`src/shared/dsi_pkg.sv`:
```
// Shared constants and types of the dual sensor I2C command target
package dsi_pkg;

    // Seven-bit bus addresses of the two sensor units
    localparam logic [6:0] ADDR_GAS = 7'h58;
    localparam logic [6:0] ADDR_RHT = 7'h70;

    // Check byte generator: polynomial, seed, and filler beyond the response
    localparam logic [7:0] CRC_POLY = 8'h31;
    localparam logic [7:0] CRC_INIT = 8'hff;
    localparam logic [7:0] FILL_BYTE = 8'hff;

    // Clock rate and timing figures
    localparam int CLK_KHZ = 10000;
    localparam int PU_TYP_US = 400;
    localparam int PU_CYC = (PU_TYP_US * CLK_KHZ + 999) / 1000;
    localparam int MEAS_MAX_US = 14400;
    localparam int MEAS_MAX_CYC = (MEAS_MAX_US * CLK_KHZ) / 1000;

    // Result store depth and byte sequencing
    localparam int RES_WORDS = 4;
    localparam logic [3:0] BITS_PER_BYTE = 4'h8;
    localparam logic [2:0] BYTE_CMD_HI = 3'h0;
    localparam logic [2:0] BYTE_CMD_LO = 3'h1;
    localparam logic [2:0] BYTE_DATA_HI = 3'h2;
    localparam logic [2:0] BYTE_DATA_LO = 3'h3;
    localparam logic [2:0] BYTE_CHECK = 3'h4;
    localparam logic [1:0] PH_MSB = 2'h0;
    localparam logic [1:0] PH_LSB = 2'h1;
    localparam logic [1:0] PH_CHECK = 2'h2;

    // Result word handed in by the sensor side
    typedef struct packed {
        logic last;
        logic [15:0] data;
    } dsi_word_t;

    // Command or parameter word handed out, with its target unit (1 = RH/T)
    typedef struct packed {
        logic tgt;
        logic [15:0] word;
    } dsi_cmd_t;

    typedef enum logic [3:0] {
        ST_PWRUP, ST_IDLE, ST_ADDR, ST_ADDR_ACK, ST_WR, ST_WR_ACK, ST_RD, ST_RD_ACK, ST_SKIP
    } dsi_state_t;

    // Whole state of the target core
    typedef struct packed {
        dsi_state_t st;
        logic scl_q;
        logic sda_q;
        logic [3:0] bitcnt;
        logic [7:0] shreg;
        logic tgt;
        logic rd;
        logic [2:0] byte_idx;
        logic [7:0] crc;
        logic [7:0] hold;
        logic [12:0] pu_cnt;
        logic [17:0] tmr;
        logic busy;
        logic busy_tgt;
        logic res_avail;
        logic res_tgt;
        logic [2:0] wcnt;
        logic [3:0][15:0] mem;
        logic [2:0] rd_len;
        logic [2:0] rd_word;
        logic [1:0] rd_phase;
        logic [7:0] txbyte;
        logic sda_o;
        logic sda_oe_n;
        logic cmd_valid;
        dsi_cmd_t cmd;
        logic wr_valid;
        dsi_cmd_t wr;
        logic idle;
    } dsi_core_t;

    localparam dsi_core_t CORE_RST = '{st: ST_PWRUP, scl_q: 1'b1, sda_q: 1'b1,
                                        sda_oe_n: 1'b1, default: '0};

    // State of the two-entry buffer
    typedef struct packed {
        dsi_word_t [1:0] mem;
        logic wp;
        logic rp;
        logic [1:0] cnt;
        logic full;
    } dsi_buf_t;

    // Full while in reset, so no word is offered room before the buffer runs
    localparam dsi_buf_t BUF_RST = '{full: 1'b1, default: '0};

endpackage

```
`src/dsi_target.sv`:
```
// I2C target core answering for a gas unit and a humidity/temperature unit
`timescale 1ns/1ps
module dsi_target #(
    parameter int MEAS_CYC = dsi_pkg::MEAS_MAX_CYC
) (
    // Clock and reset
    input wire logic clk_in,
    input wire logic srst_in,
    // I2C pins, open drain; SDA is driven low while sda_oe_n_out is low
    input wire logic scl_in,
    input wire logic sda_in,
    output logic sda_out,
    output logic sda_oe_n_out,
    // Command and parameter words towards the sensor units
    output logic cmd_valid_out,
    output dsi_pkg::dsi_cmd_t cmd_out,
    output logic wr_valid_out,
    output dsi_pkg::dsi_cmd_t wr_out,
    // Result words from the sensor unit that is measuring
    input wire logic res_valid_in,
    input wire dsi_pkg::dsi_word_t res_data_in,
    output logic res_ready_out,
    // Status
    output logic busy_out,
    output logic idle_out
);
    dsi_pkg::dsi_core_t s_q;
    dsi_pkg::dsi_core_t s_d;

    // Bus events seen on the sampled pins
    logic rise;
    logic fall;
    logic start;
    logic stop;

    // Decode of a finished address byte
    logic [6:0] addr;
    logic hit;
    logic hit_tgt;

    // Transmit byte selection and check byte engine
    logic in_range;
    logic [7:0] tx_next;
    logic load;
    logic [7:0] crc_seed;
    logic [7:0] crc_data;
    logic [7:0] crc_next;

    // Buffer drain side
    logic buf_valid;
    logic buf_ready;
    dsi_pkg::dsi_word_t buf_data;
    logic res_ready;

    // Results enter through the buffer so a stalled core drops no word
    dsi_buf2 u_buf (
        .clk_in(clk_in),
        .srst_in(srst_in),
        .in_valid_in(res_valid_in),
        .in_data_in(res_data_in),
        .in_ready_out(res_ready),
        .out_valid_out(buf_valid),
        .out_data_out(buf_data),
        .out_ready_in(buf_ready)
    );

    // One check engine serves both directions; a transfer is never both at once
    dsi_crc8 u_crc (
        .crc_in(crc_seed),
        .data_in(crc_data),
        .crc_out(crc_next)
    );

    // Results are taken only while a measurement runs and the store has room
    assign buf_ready = s_q.busy & (s_q.wcnt < 3'(dsi_pkg::RES_WORDS));

    // Pick the next byte to send: MSB, LSB, then the running check byte
    always_comb begin
        in_range = (s_q.rd_word < s_q.rd_len);
        unique case (s_q.rd_phase)
            dsi_pkg::PH_MSB: tx_next = s_q.mem[s_q.rd_word[1:0]][15:8];
            dsi_pkg::PH_LSB: tx_next = s_q.mem[s_q.rd_word[1:0]][7:0];
            default: tx_next = s_q.crc;
        endcase
        if (!in_range) begin
            tx_next = dsi_pkg::FILL_BYTE;
        end
    end

    // Seed is restarted at each word boundary in both directions
    always_comb begin
        if (s_q.rd) begin
            crc_seed = (s_q.rd_phase == dsi_pkg::PH_MSB) ? dsi_pkg::CRC_INIT : s_q.crc;
            crc_data = tx_next;
        end else begin
            crc_seed = (s_q.byte_idx == dsi_pkg::BYTE_DATA_HI) ? dsi_pkg::CRC_INIT : s_q.crc;
            crc_data = s_q.shreg;
        end
    end

    // Pins are synchronous, so one stored sample is enough for edge detection
    always_comb begin
        rise = ~s_q.scl_q & scl_in;
        fall = s_q.scl_q & ~scl_in;
        start = s_q.scl_q & scl_in & s_q.sda_q & ~sda_in;
        stop = s_q.scl_q & scl_in & ~s_q.sda_q & sda_in;
        addr = s_q.shreg[7:1];
        hit = (addr == dsi_pkg::ADDR_GAS) || (addr == dsi_pkg::ADDR_RHT);
        hit_tgt = (addr == dsi_pkg::ADDR_RHT);
    end

    // Next state of the whole core
    always_comb begin
        s_d = s_q;
        load = 1'b0;
        s_d.scl_q = scl_in;
        s_d.sda_q = sda_in;
        s_d.cmd_valid = 1'b0;
        s_d.wr_valid = 1'b0;

        // Measurement timer; the sensor side normally ends it with its last word
        if (s_q.busy) begin
            s_d.tmr = s_q.tmr + 18'h0_0001;
            if (s_q.tmr == 18'(MEAS_CYC - 1)) begin
                s_d.busy = 1'b0;
                s_d.res_avail = 1'b1;
                s_d.res_tgt = s_q.busy_tgt;
            end
        end

        // Store incoming result words; the last one ends the measurement
        if (buf_valid && buf_ready) begin
            s_d.mem[s_q.wcnt[1:0]] = buf_data.data;
            s_d.wcnt = s_q.wcnt + 3'h1;
            if (buf_data.last) begin
                s_d.busy = 1'b0;
                s_d.res_avail = 1'b1;
                s_d.res_tgt = s_q.busy_tgt;
            end
        end

        if (s_q.st == dsi_pkg::ST_PWRUP) begin
            // Bus is ignored until the power-up delay has run out
            s_d.pu_cnt = s_q.pu_cnt + 13'h0001;
            if (s_q.pu_cnt == 13'(dsi_pkg::PU_CYC - 1)) begin
                s_d.st = dsi_pkg::ST_IDLE;
                s_d.idle = 1'b1;
            end
        end else if (start) begin
            // A repeated START restarts address reception at once
            s_d.st = dsi_pkg::ST_ADDR;
            s_d.bitcnt = 4'h0;
            s_d.sda_oe_n = 1'b1;
        end else if (stop) begin
            s_d.st = dsi_pkg::ST_IDLE;
            s_d.sda_oe_n = 1'b1;
        end else begin
            unique case (s_q.st)
                dsi_pkg::ST_ADDR: begin
                    if (rise) begin
                        s_d.shreg = {s_q.shreg[6:0], sda_in};
                        s_d.bitcnt = s_q.bitcnt + 4'h1;
                    end else if (fall && s_q.bitcnt == dsi_pkg::BITS_PER_BYTE) begin
                        s_d.bitcnt = 4'h0;
                        s_d.tgt = hit_tgt;
                        s_d.rd = s_q.shreg[0];
                        if (hit && !s_q.busy) begin
                            s_d.sda_oe_n = 1'b0;
                            s_d.st = dsi_pkg::ST_ADDR_ACK;
                            if (s_q.shreg[0]) begin
                                // Result is handed out once, then forgotten
                                if (s_q.res_avail && s_q.res_tgt == hit_tgt) begin
                                    s_d.rd_len = s_q.wcnt;
                                    s_d.res_avail = 1'b0;
                                end else begin
                                    s_d.rd_len = 3'h0;
                                end
                                s_d.rd_word = 3'h0;
                                s_d.rd_phase = dsi_pkg::PH_MSB;
                            end
                        end else begin
                            s_d.st = dsi_pkg::ST_SKIP;
                        end
                    end
                end
                dsi_pkg::ST_ADDR_ACK: begin
                    if (fall) begin
                        if (s_q.rd) begin
                            load = 1'b1;
                            s_d.st = dsi_pkg::ST_RD;
                        end else begin
                            s_d.sda_oe_n = 1'b1;
                            s_d.byte_idx = dsi_pkg::BYTE_CMD_HI;
                            s_d.st = dsi_pkg::ST_WR;
                        end
                    end
                end
                dsi_pkg::ST_WR: begin
                    if (rise) begin
                        s_d.shreg = {s_q.shreg[6:0], sda_in};
                        s_d.bitcnt = s_q.bitcnt + 4'h1;
                    end else if (fall && s_q.bitcnt == dsi_pkg::BITS_PER_BYTE) begin
                        s_d.bitcnt = 4'h0;
                        s_d.sda_oe_n = 1'b0;
                        s_d.st = dsi_pkg::ST_WR_ACK;
                        unique case (s_q.byte_idx)
                            dsi_pkg::BYTE_CMD_HI: begin
                                s_d.hold = s_q.shreg;
                                s_d.byte_idx = dsi_pkg::BYTE_CMD_LO;
                            end
                            dsi_pkg::BYTE_CMD_LO: begin
                                // Command word passes with its embedded check untouched
                                s_d.cmd.word = {s_q.hold, s_q.shreg};
                                s_d.cmd.tgt = s_q.tgt;
                                s_d.cmd_valid = 1'b1;
                                s_d.busy = 1'b1;
                                s_d.busy_tgt = s_q.tgt;
                                s_d.tmr = 18'h0_0000;
                                s_d.wcnt = 3'h0;
                                s_d.res_avail = 1'b0;
                                s_d.byte_idx = dsi_pkg::BYTE_DATA_HI;
                            end
                            dsi_pkg::BYTE_DATA_HI: begin
                                s_d.wr.word[15:8] = s_q.shreg;
                                s_d.crc = crc_next;
                                s_d.byte_idx = dsi_pkg::BYTE_DATA_LO;
                            end
                            dsi_pkg::BYTE_DATA_LO: begin
                                s_d.wr.word[7:0] = s_q.shreg;
                                s_d.crc = crc_next;
                                s_d.byte_idx = dsi_pkg::BYTE_CHECK;
                            end
                            dsi_pkg::BYTE_CHECK: begin
                                // A bad check byte drops the word and is not acknowledged
                                if (s_q.shreg == s_q.crc) begin
                                    s_d.wr.tgt = s_q.tgt;
                                    s_d.wr_valid = 1'b1;
                                end else begin
                                    s_d.sda_oe_n = 1'b1;
                                    s_d.st = dsi_pkg::ST_SKIP;
                                end
                                s_d.byte_idx = dsi_pkg::BYTE_DATA_HI;
                            end
                            default: begin
                                s_d.byte_idx = dsi_pkg::BYTE_DATA_HI;
                            end
                        endcase
                    end
                end
                dsi_pkg::ST_WR_ACK: begin
                    if (fall) begin
                        s_d.sda_oe_n = 1'b1;
                        s_d.st = dsi_pkg::ST_WR;
                    end
                end
                dsi_pkg::ST_RD: begin
                    if (fall) begin
                        if (s_q.bitcnt == dsi_pkg::BITS_PER_BYTE) begin
                            s_d.sda_oe_n = 1'b1;
                            s_d.st = dsi_pkg::ST_RD_ACK;
                        end else begin
                            s_d.txbyte = {s_q.txbyte[6:0], 1'b0};
                            s_d.sda_oe_n = s_q.txbyte[6];
                            s_d.bitcnt = s_q.bitcnt + 4'h1;
                        end
                    end
                end
                dsi_pkg::ST_RD_ACK: begin
                    if (rise) begin
                        s_d.shreg = {7'h00, sda_in};
                    end else if (fall) begin
                        // Master acknowledge keeps data flowing; anything else ends it
                        if (!s_q.shreg[0]) begin
                            load = 1'b1;
                            s_d.st = dsi_pkg::ST_RD;
                        end else begin
                            s_d.st = dsi_pkg::ST_SKIP;
                        end
                    end
                end
                default: begin
                    s_d.sda_oe_n = 1'b1;
                end
            endcase
        end

        // Put the first bit of a fresh byte on SDA and advance the read pointer
        if (load) begin
            s_d.txbyte = tx_next;
            s_d.sda_oe_n = tx_next[7];
            s_d.bitcnt = 4'h1;
            if (s_q.rd_phase != dsi_pkg::PH_CHECK) begin
                s_d.crc = crc_next;
            end
            // The pointer saturates so bytes past the end stay filler
            if (in_range) begin
                if (s_q.rd_phase == dsi_pkg::PH_CHECK) begin
                    s_d.rd_phase = dsi_pkg::PH_MSB;
                    s_d.rd_word = s_q.rd_word + 3'h1;
                end else begin
                    s_d.rd_phase = s_q.rd_phase + 2'h1;
                end
            end
        end
    end

    // All core state in one register
    always_ff @(posedge clk_in) begin
        if (srst_in) begin
            s_q <= dsi_pkg::CORE_RST;
        end else begin
            s_q <= s_d;
        end
    end

    // Ready is the buffer's own registered flag; one more stage would promise room already gone
    assign res_ready_out = res_ready;

    // Outputs straight from the state register
    assign sda_out = s_q.sda_o;
    assign sda_oe_n_out = s_q.sda_oe_n;
    assign cmd_valid_out = s_q.cmd_valid;
    assign cmd_out = s_q.cmd;
    assign wr_valid_out = s_q.wr_valid;
    assign wr_out = s_q.wr;
    assign busy_out = s_q.busy;
    assign idle_out = s_q.idle;
endmodule

```
`src/dsi_crc8.sv`:
```
// Byte-wise CRC-8 step for the word check bytes
`timescale 1ns/1ps
module dsi_crc8 (
    // Running value and new byte
    input wire logic [7:0] crc_in,
    input wire logic [7:0] data_in,
    // Updated value
    output logic [7:0] crc_out
);
    // One shift per bit, MSB first, no final inversion
    always_comb begin
        logic [7:0] c;
        c = crc_in ^ data_in;
        for (int i = 0; i < 8; i++) begin
            c = c[7] ? ({c[6:0], 1'b0} ^ dsi_pkg::CRC_POLY) : {c[6:0], 1'b0};
        end
        crc_out = c;
    end
endmodule

```
`src/dsi_buf2.sv`:
```
// Two-entry buffer between the sensor result source and the target core
`timescale 1ns/1ps
module dsi_buf2 (
    // Clock and reset
    input wire logic clk_in,
    input wire logic srst_in,
    // Filling side
    input wire logic in_valid_in,
    input wire dsi_pkg::dsi_word_t in_data_in,
    output logic in_ready_out,
    // Draining side
    output logic out_valid_out,
    output dsi_pkg::dsi_word_t out_data_out,
    input wire logic out_ready_in
);
    dsi_pkg::dsi_buf_t s_q;
    dsi_pkg::dsi_buf_t s_d;
    logic push;
    logic pop;

    // Ready comes from a registered full flag, so a push never meets a full store
    always_comb begin
        push = in_valid_in & ~s_q.full;
        pop = out_ready_in & (s_q.cnt != 2'h0);
        s_d = s_q;
        if (push) begin
            s_d.mem[s_q.wp] = in_data_in;
            s_d.wp = ~s_q.wp;
        end
        if (pop) begin
            s_d.rp = ~s_q.rp;
        end
        s_d.cnt = s_q.cnt + {1'b0, push} - {1'b0, pop};
        s_d.full = (s_d.cnt == 2'h2);
    end

    always_ff @(posedge clk_in) begin
        if (srst_in) begin
            s_q <= dsi_pkg::BUF_RST;
        end else begin
            s_q <= s_d;
        end
    end

    assign in_ready_out = ~s_q.full;
    assign out_valid_out = (s_q.cnt != 2'h0);
    assign out_data_out = s_q.mem[s_q.rp];
endmodule

```
`config.mk`:
```
export PLATFORM = sky130hd
export DESIGN_NAME = dsi_target
export DESIGN_NICKNAME = d
export VERILOG_FILES = /design/src/shared/dsi_pkg.sv /design/src/dsi_target.sv /design/src/dsi_crc8.sv /design/src/dsi_buf2.sv
export SDC_FILE = /design/constraint.sdc
export NUM_CORES = 1
export LEC_CHECK = 0
export CORE_MARGIN = 2
export CORE_UTILIZATION = 58
export CTS_CLUSTER_DIAMETER = 100
export DETAILED_ROUTE_END_ITERATION = 16
export DONT_BUFFER_PORTS = 1
export GPL_TIMING_DRIVEN = 0
export PLACE_DENSITY = 0.87
export SYNTH_ARGS = -nofsm -noshare
export SYNTH_HDL_FRONTEND = slang
export SYNTH_SLANG_ARGS = --single-unit
```
`constraint.sdc`:
```
create_clock -name clk_in -period 2.41 [get_ports clk_in]
set_input_delay 0.482 -clock clk_in [delete_from_list [all_inputs] [get_ports clk_in]]
set_output_delay 0.482 -clock clk_in [all_outputs]
set_load 0.05 [all_outputs]
```
==> impl_metrics.ini, run 1 <==
[cells_and_area]
n_antenna_cell = 0
final_util_pct = 68.49
finalNonFillerCells = 1571
area_delta_synth_final_pct = 16.39
fin_nets = 1355
fillerInstances = 1305
drive_gt1_share_pct = 18.47

[routing]
dr_wl_met3_microns = 3303
postRouteAntennaNets = 0
drc = 0
wl_met2_microns = 14670
wl_per_cell_microns = 20.00
dr.pass1.iters = 8
vias_per_cell = 6.318
topRoutingLayerUsed = met4
drt-initial-drc-count = 1179
met1_length_microns = 12080
vias = 9926
wl_microns = 31420

[synth]
synth_nets = 1298
syn_area_per_cell_sq_um = 8.686
yosys_warnings = 0
synthArstFlopShare_pct = 0
synth.cell_area_sq_um = 10970
netlist_instances = 1263
synth.distinct_cells = 91
synthFlopType = dfxtp_1
ys_seq_area_share_pct = 42.34
synth_edf_count = 0
ys_ff_latch = 232

[sta]
relSlewSlack_pct = 47.18
whs_ns = 0.05562
setup_viol = 8
slew_viol_final = 0
final_hold_viol_count = 0
layout_min_cycle_time_ns = 2.700
fmax_ghz = 0.3704
clock_skew_ns = 0.04285
rsz0062_at_grt = true
min_period_over_period_pct = 112.0
worst_pin_slew_ns = 0.7923
fin_ws_ns = -0.2899

[worst_setup_path]
crit_fanout = 8
cpPeakStageDelay_ns = 0.52
rr_startpoint = s_q[49]
cpMaxStageDelayCell = mux4_2
critical_path_class = reg -> reg
crit_arrival_ns = 3.15
crit_family = multiplexers
cp-end-kind = register
crit_path_start_kind = register
critPathRequiredTime_ns = 2.86
startpoint = s_q[49]
crit_path_cell_trace = buf_12 > mux4_2 > mux2i_4 > o21ai_4 > a32oi_2 > o311ai_4 > xor2_2 > and3b_1 > nor4_2
r2r_setup_slack_ns = -0.29
critPathBufInv = 1

[place]
gp_congestion = 0.9490
port_buffers = 0
hpwl_microns = 19940
dp.cells = 1497

[die]
core_sq_um = 18640
die_w_microns = 141.5
dieArea_sq_um = 20030
rows = 50
start_util_pct = 58.85
die_h_microns = 141.5
num_io_pins = 63

[clocking]
ctsHoldBuffers = 0
cts-root-buf = clkbuf_16
clock_latency_ns = 0.56
numCtsBuffers = 24
cts.clk_slew.worst_paths_ns = 0.07
cts.sinks = 232
cts_tree = done
htreeDepth = 1
cts_buffer_depth = 3

[power]
irDropWorstVdd_v = 0.0005919
power-per-cell-area_nw_per_um2 = 628.3
total_power_w = 0.008022
p_leak_nw = 4.604

[status]
violations = setup timing
status = finished with violations

[grt]
gr-usage-all-layers_pct = 29.90
grt_pass1_wl_microns = 48400
grt_max_degree = 16
grt_pass1_vias = 9401
grt.overflow.total = 0
antenna_found_initial = 0

[run]
max_cap_violations = 0

[min_path]
hold_path_class = in -> reg
worstHoldStart = res_data_in[8]
kinds of logic (layout without fill, tap and decap cells):
family / after synthesis / after routing / share of synthesized area [%]
multiplexers: 68 / 68 / 7.915
XOR/XNOR: 54 / 54 / 4.585
buffers and inverters: 144 / 218 / 6.706
AND/OR/NAND/NOR: 485 / 485 / 20.23
other: 1 / 1 / 0.03418
flip-flops: 232 / 232 / 42.34
AO/OA/AOI/OAI: 266 / 266 / 16.71
adder cells (fa/ha/maj): 13 / 13 / 1.483
layer usage:
metal	global-route usage, %	up-vias
li1	-	4497
met1	38.24	4661
met2	48.70	639
met3	6.311	129
met4	13.89	0
met5	0	-
flip-flops by register name, indices dropped and copies added, names as in the netlist:
signal and flops:
s_q 147, u_buf.s_q 39, idle_out 1, sda_oe_n_out 1
wr_out 17, addr 7, wr_valid_out 1, cmd_out 17
cmd_valid_out 1, busy_out 1
what timing repair did:
item / CTS / global route
endpoints found under the setup margin: 142 / 105
gates resized for setup: 59 / 40
cloned: 0 / 0
buffers inserted: 18 / 22
pin swaps: 24 / 20
synth_stat cells, types with 17 or more instances:
cell type | n | area share [%]
clkbuf_1 | 70 | 2.4
nand3_1 | 29 | 1.3
a211oi_1 | 76 | 5.2
a21oi_1 | 94 | 4.3
buf_4 | 37 | 2.5
xor2_1 | 33 | 2.6
nand2_1 | 153 | 5.2
inv_1 | 17 | 0.58
nor2_1 | 189 | 6.5
a22o_1 | 18 | 1.4
mux2i_1 | 47 | 4.3
dfxtp_1 | 232 | 42
o21ai_0 | 21 | 0.96
xnor2_1 | 17 | 1.4
nor3_1 | 17 | 0.78
layout make-up:
type                       instances  area [sq um]  share of cell area (%)
clock inverter                    13         177.7                   1.391
inverter                          19         71.32                  0.5585
clock buffer                      30         653.1                   5.115
sequential                       232          4667                   36.55
timing repair buffer              40         337.8                   2.646
tap                              234         292.8                   2.293
buffer                           116         678.2                   5.311
multi-input combinational        887          5891                   46.13
worst paths after layout:
check                        to  cells after the start
setup / recovery       s_q[169]                      9
hold / removal    u_buf.s_q[13]                      2
setup reg to reg       s_q[169]                      9
hold reg to reg   u_buf.s_q[32]                      2
cells in the final DEF (no fill, tap or decap), types with 17 or more instances in the layout:
cell type / count
mux2i_1: 44
nand2_1: 152
xor2_1: 33
nand3_1: 26
nor2_1: 183
clkbuf_16: 24
a21oi_1: 91
dfxtp_1: 220
buf_4: 74
a22o_1: 17
clkbuf_1: 50
a211oi_1: 75
o21ai_0: 21
power by group:
| group | total [W] | leakage [nW] | switching (W) | internal [W] |
|---|---|---|---|---|
| logic | 0.000237 | 2.32 | 0.000184 | 0.0000533 |
| registers | 0.00388 | 1.88 | 0.0000188 | 0.00386 |
| clock network | 0.00391 | 0.403 | 0.00164 | 0.00227 |
stage by stage:
| step | area (sq um) | TNS [ns] | setup slack (ns) |
|---|---|---|---|
| 6_report | 12770 | -1.304 | -0.2899 |
| 3_3_place_gp | 11310 | -62.76 | -0.7192 |
| 3_5_place_dp | 11310 | -69.01 | -0.8439 |
| 4_1_cts | 12490 | -1.138 | -0.1938 |
| 2_1_floorplan | 11010 | -0.01010 | -0.01010 |
| 5_1_grt | 12770 | -2.473 | -0.3759 |
worst reg2reg max path, cell delays in order (launching register included):
cell and delay (ns):
dfxtp_4 0.45, buf_12 0.15, mux4_2 0.52, mux2i_4 0.27, o21ai_4 0.08, a32oi_2 0.27
o311ai_4 0.16, xor2_2 0.23, and3b_1 0.20, nor4_2 0.31
Power figures use the tool's default switching activity.
==> inputs of run 2 (changes only) <==
- CORE_MARGIN: 2 -> default
- SYNTH_HIERARCHICAL: default -> 1
==> run 2 against run 1 <==
  * The run still ends with setup timing left
  * Clock-buffer cell count grew 1
  * Clock power grew 5%
  * Wire length grew 2.9%
  * First-iteration DRC count grew 13%
  * Fmax shrank 15%
  * Non-clock buffer count shrank 3
  * Via count grew 2.1%
  * Sequential cell count is the same
  * Largest cell class unchanged
==> impl_metrics.ini, run 2 <==
[worst_setup_path]
cpPeakStageDelay_ns = 0.50
critical_path_class = reg -> reg
critPathBufInv = 2
cp_common_cell = mux2_4
ff2ff_path_depth = 12
worstSetupPathDepth = 12
crit_fanout = 6
crit_path_start_kind = register
critPathRequiredTime_ns = 2.80
crit_family = multiplexers
crit_path_cell_trace = clkbuf_16 > buf_6 > mux4_2 > mux2_4 > mux2_4 > nor2_4 > a21oi_4 > xnor2_2 > xnor3_2 > xnor2_1 > mux2i_1 > nor2_1
cp-end-kind = register
crit_arrival_ns = 3.56
cpMaxStageDelayCell = mux4_2

[clocking]
cts-root-buf = clkbuf_16
cts.sinks = 232
cts.clk_slew.worst_paths_ns = 0.07
clock_latency_ns = 0.53
numCtsBuffers = 24
ctsHoldBuffers = 0
cts_buffer_depth = 3
htreeDepth = 1
cts_tree = done

[grt]
grt.overflow.total = 0
grt_pass1_wl_microns = 48470
grt_pass1_vias = 9670
gr-usage-all-layers_pct = 30.58
grt_max_degree = 15
antenna_found_initial = 0

[synth]
ys_seq_area_share_pct = 41.72
synth.cell_area_sq_um = 11130
synth_nets = 1349
synth_most_common_cell = nand2_1
ys_ff_latch = 232
synth.distinct_cells = 79
yosys.area.top_type_share_pct = 41.72
syn_area_per_cell_sq_um = 8.466
synth_edf_count = 0
synth_commonest_cells = nand2_1 (288), dfxtp_1 (232), a21oi_1 (170), nor2_1 (99), clkbuf_1 (56)
netlist_instances = 1315
synth_area_leaders = dfxtp_1 (42%), nand2_1 (9.7%), a21oi_1 (7.6%), mux2_2 (3.4%), nor2_1 (3.3%)
yosys.area.top_type = dfxtp_1
synthFlopType = dfxtp_1
synthArstFlopShare_pct = 0
yosys_warnings = 6

[cells_and_area]
top_regs = s_q: 147 flops, u_buf/s_q: 39 flops
fin_nets = 1407
largest_register = s_q
fin_area_sq_um = 12950
largest_reg_flops = 147
area_delta_synth_final_pct = 16.33
layout_common_cells = nand2_1 (287), dfxtp_1 (228), a21oi_1 (160)
drive_gt1_share_pct = 18.76
layout_commonest_cell = nand2_1
finalNonFillerCells = 1625
n_antenna_cell = 0
fillerInstances = 1266

[die]
rows = 50
start_util_pct = 59.32
dieArea_sq_um = 19750
die_w_microns = 140.5
die_h_microns = 140.5
core_sq_um = 18770
num_io_pins = 63

[run]
max_cap_violations = 0

[sta]
tns_ns = -4.933
clock_skew_ns = 0.01403
relSlewSlack_pct = 45.77
layout_min_cycle_time_ns = 3.173
setup_viol = 10
fmax_ghz = 0.3152
min_period_over_period_pct = 131.7
worst_pin_slew_ns = 0.8134
rsz0062_at_grt = true
slew_viol_final = 0
final_hold_viol_count = 0
whs_ns = 0.05821
fin_ws_ns = -0.7630

[routing]
dr.pass1.iters = 6
wl_microns = 32330
drc = 0
wl_per_cell_microns = 19.90
drt-initial-drc-count = 1338
postRouteAntennaNets = 0
vias_per_cell = 6.238
vias = 10140

[place]
port_buffers = 0
hpwl_microns = 19080
gp_congestion = 0.9336
dp.cells = 1549
place_area_sq_um = 11540

[min_path]
hold_path_class = in -> reg
whs_path_depth = 1

[power]
power-per-cell-area_nw_per_um2 = 635.3
irDropWorstVdd_v = 0.0005867
p_leak_nw = 4.776

[status]
violations = setup timing
status = finished with violations
-- run 2: logic make-up after synthesis --
family	count (synthesis)	synth area share [%]
AND/OR/NAND/NOR	539	22.42
AO/OA/AOI/OAI	236	12.16
flip-flops	232	41.72
buffers and inverters	143	6.743
multiplexers	86	9.912
XOR/XNOR	65	5.574
adder cells (fa/ha/maj)	13	1.438
other	1	0.03368
-- run 2: through the flow --
| stage | util (%) | setup WS, ns | total power, W |
|---|---|---|---|
| after floorplan | - | -0.3475 | 0.004142 |
| after global placement | 61.50 | -0.6469 | 0.004211 |
| after detailed placement | 61.50 | -0.7817 | 0.004216 |
| after CTS | 67.83 | -0.6383 | 0.008220 |
| after global routing | 69.01 | -0.8197 | 0.008417 |
| final | 69.01 | -0.7630 | 0.008227 |
-- run 2: cell type report --
class	instances	area, sq um	share of cell area, %
inverters	22	82.58	0.6376
flip-flops and latches	232	4657	35.96
plain buffers	117	740.7	5.719
clock inverters	13	211.5	1.633
multi-input cells	940	6018	46.47
well taps	234	292.8	2.261
repair buffers	36	281.5	2.174
clock buffers	31	666.9	5.149
-- run 2: worst paths after layout --
kind | start | end | slack (ns)
max | s_q[50] | s_q[169] | -0.76
min | sda_in | s_q[190] | 0.06
max reg2reg | s_q[50] | s_q[169] | -0.76
min reg2reg | wr_out[0] | wr_out[0] | 0.45
-- run 2: per-layer routing --
layer	share of wire (%)	vias up	global-route usage [%]
met5	0	-	0
met2	47	652	51.08
met3	10	210	6.769
met1	37	4717	37.62
li1	-	4557	-
met4	5.8	0	14.36
-- run 2: timing repair --
item | 4_1_cts | 5_1_grt
endpoints found under the setup margin | 106 | 77
endpoints found under the hold margin | 0 | 0
gates resized for setup | 36 | 38
buffers inserted | 19 | 17
pin swaps | 22 | 21
cloned | 1 | 0
-- run 2: report_power, final --
group | internal, W | leakage, nW | switching [W] | total (W)
combinational | 0.0000689 | 2.47 | 0.000191 | 0.000260
clock | 0.00250 | 0.430 | 0.00158 | 0.00409
sequential | 0.00386 | 1.87 | 0.0000192 | 0.00388
total | 0.00643 | 4.78 | 0.00179 | 0.00823
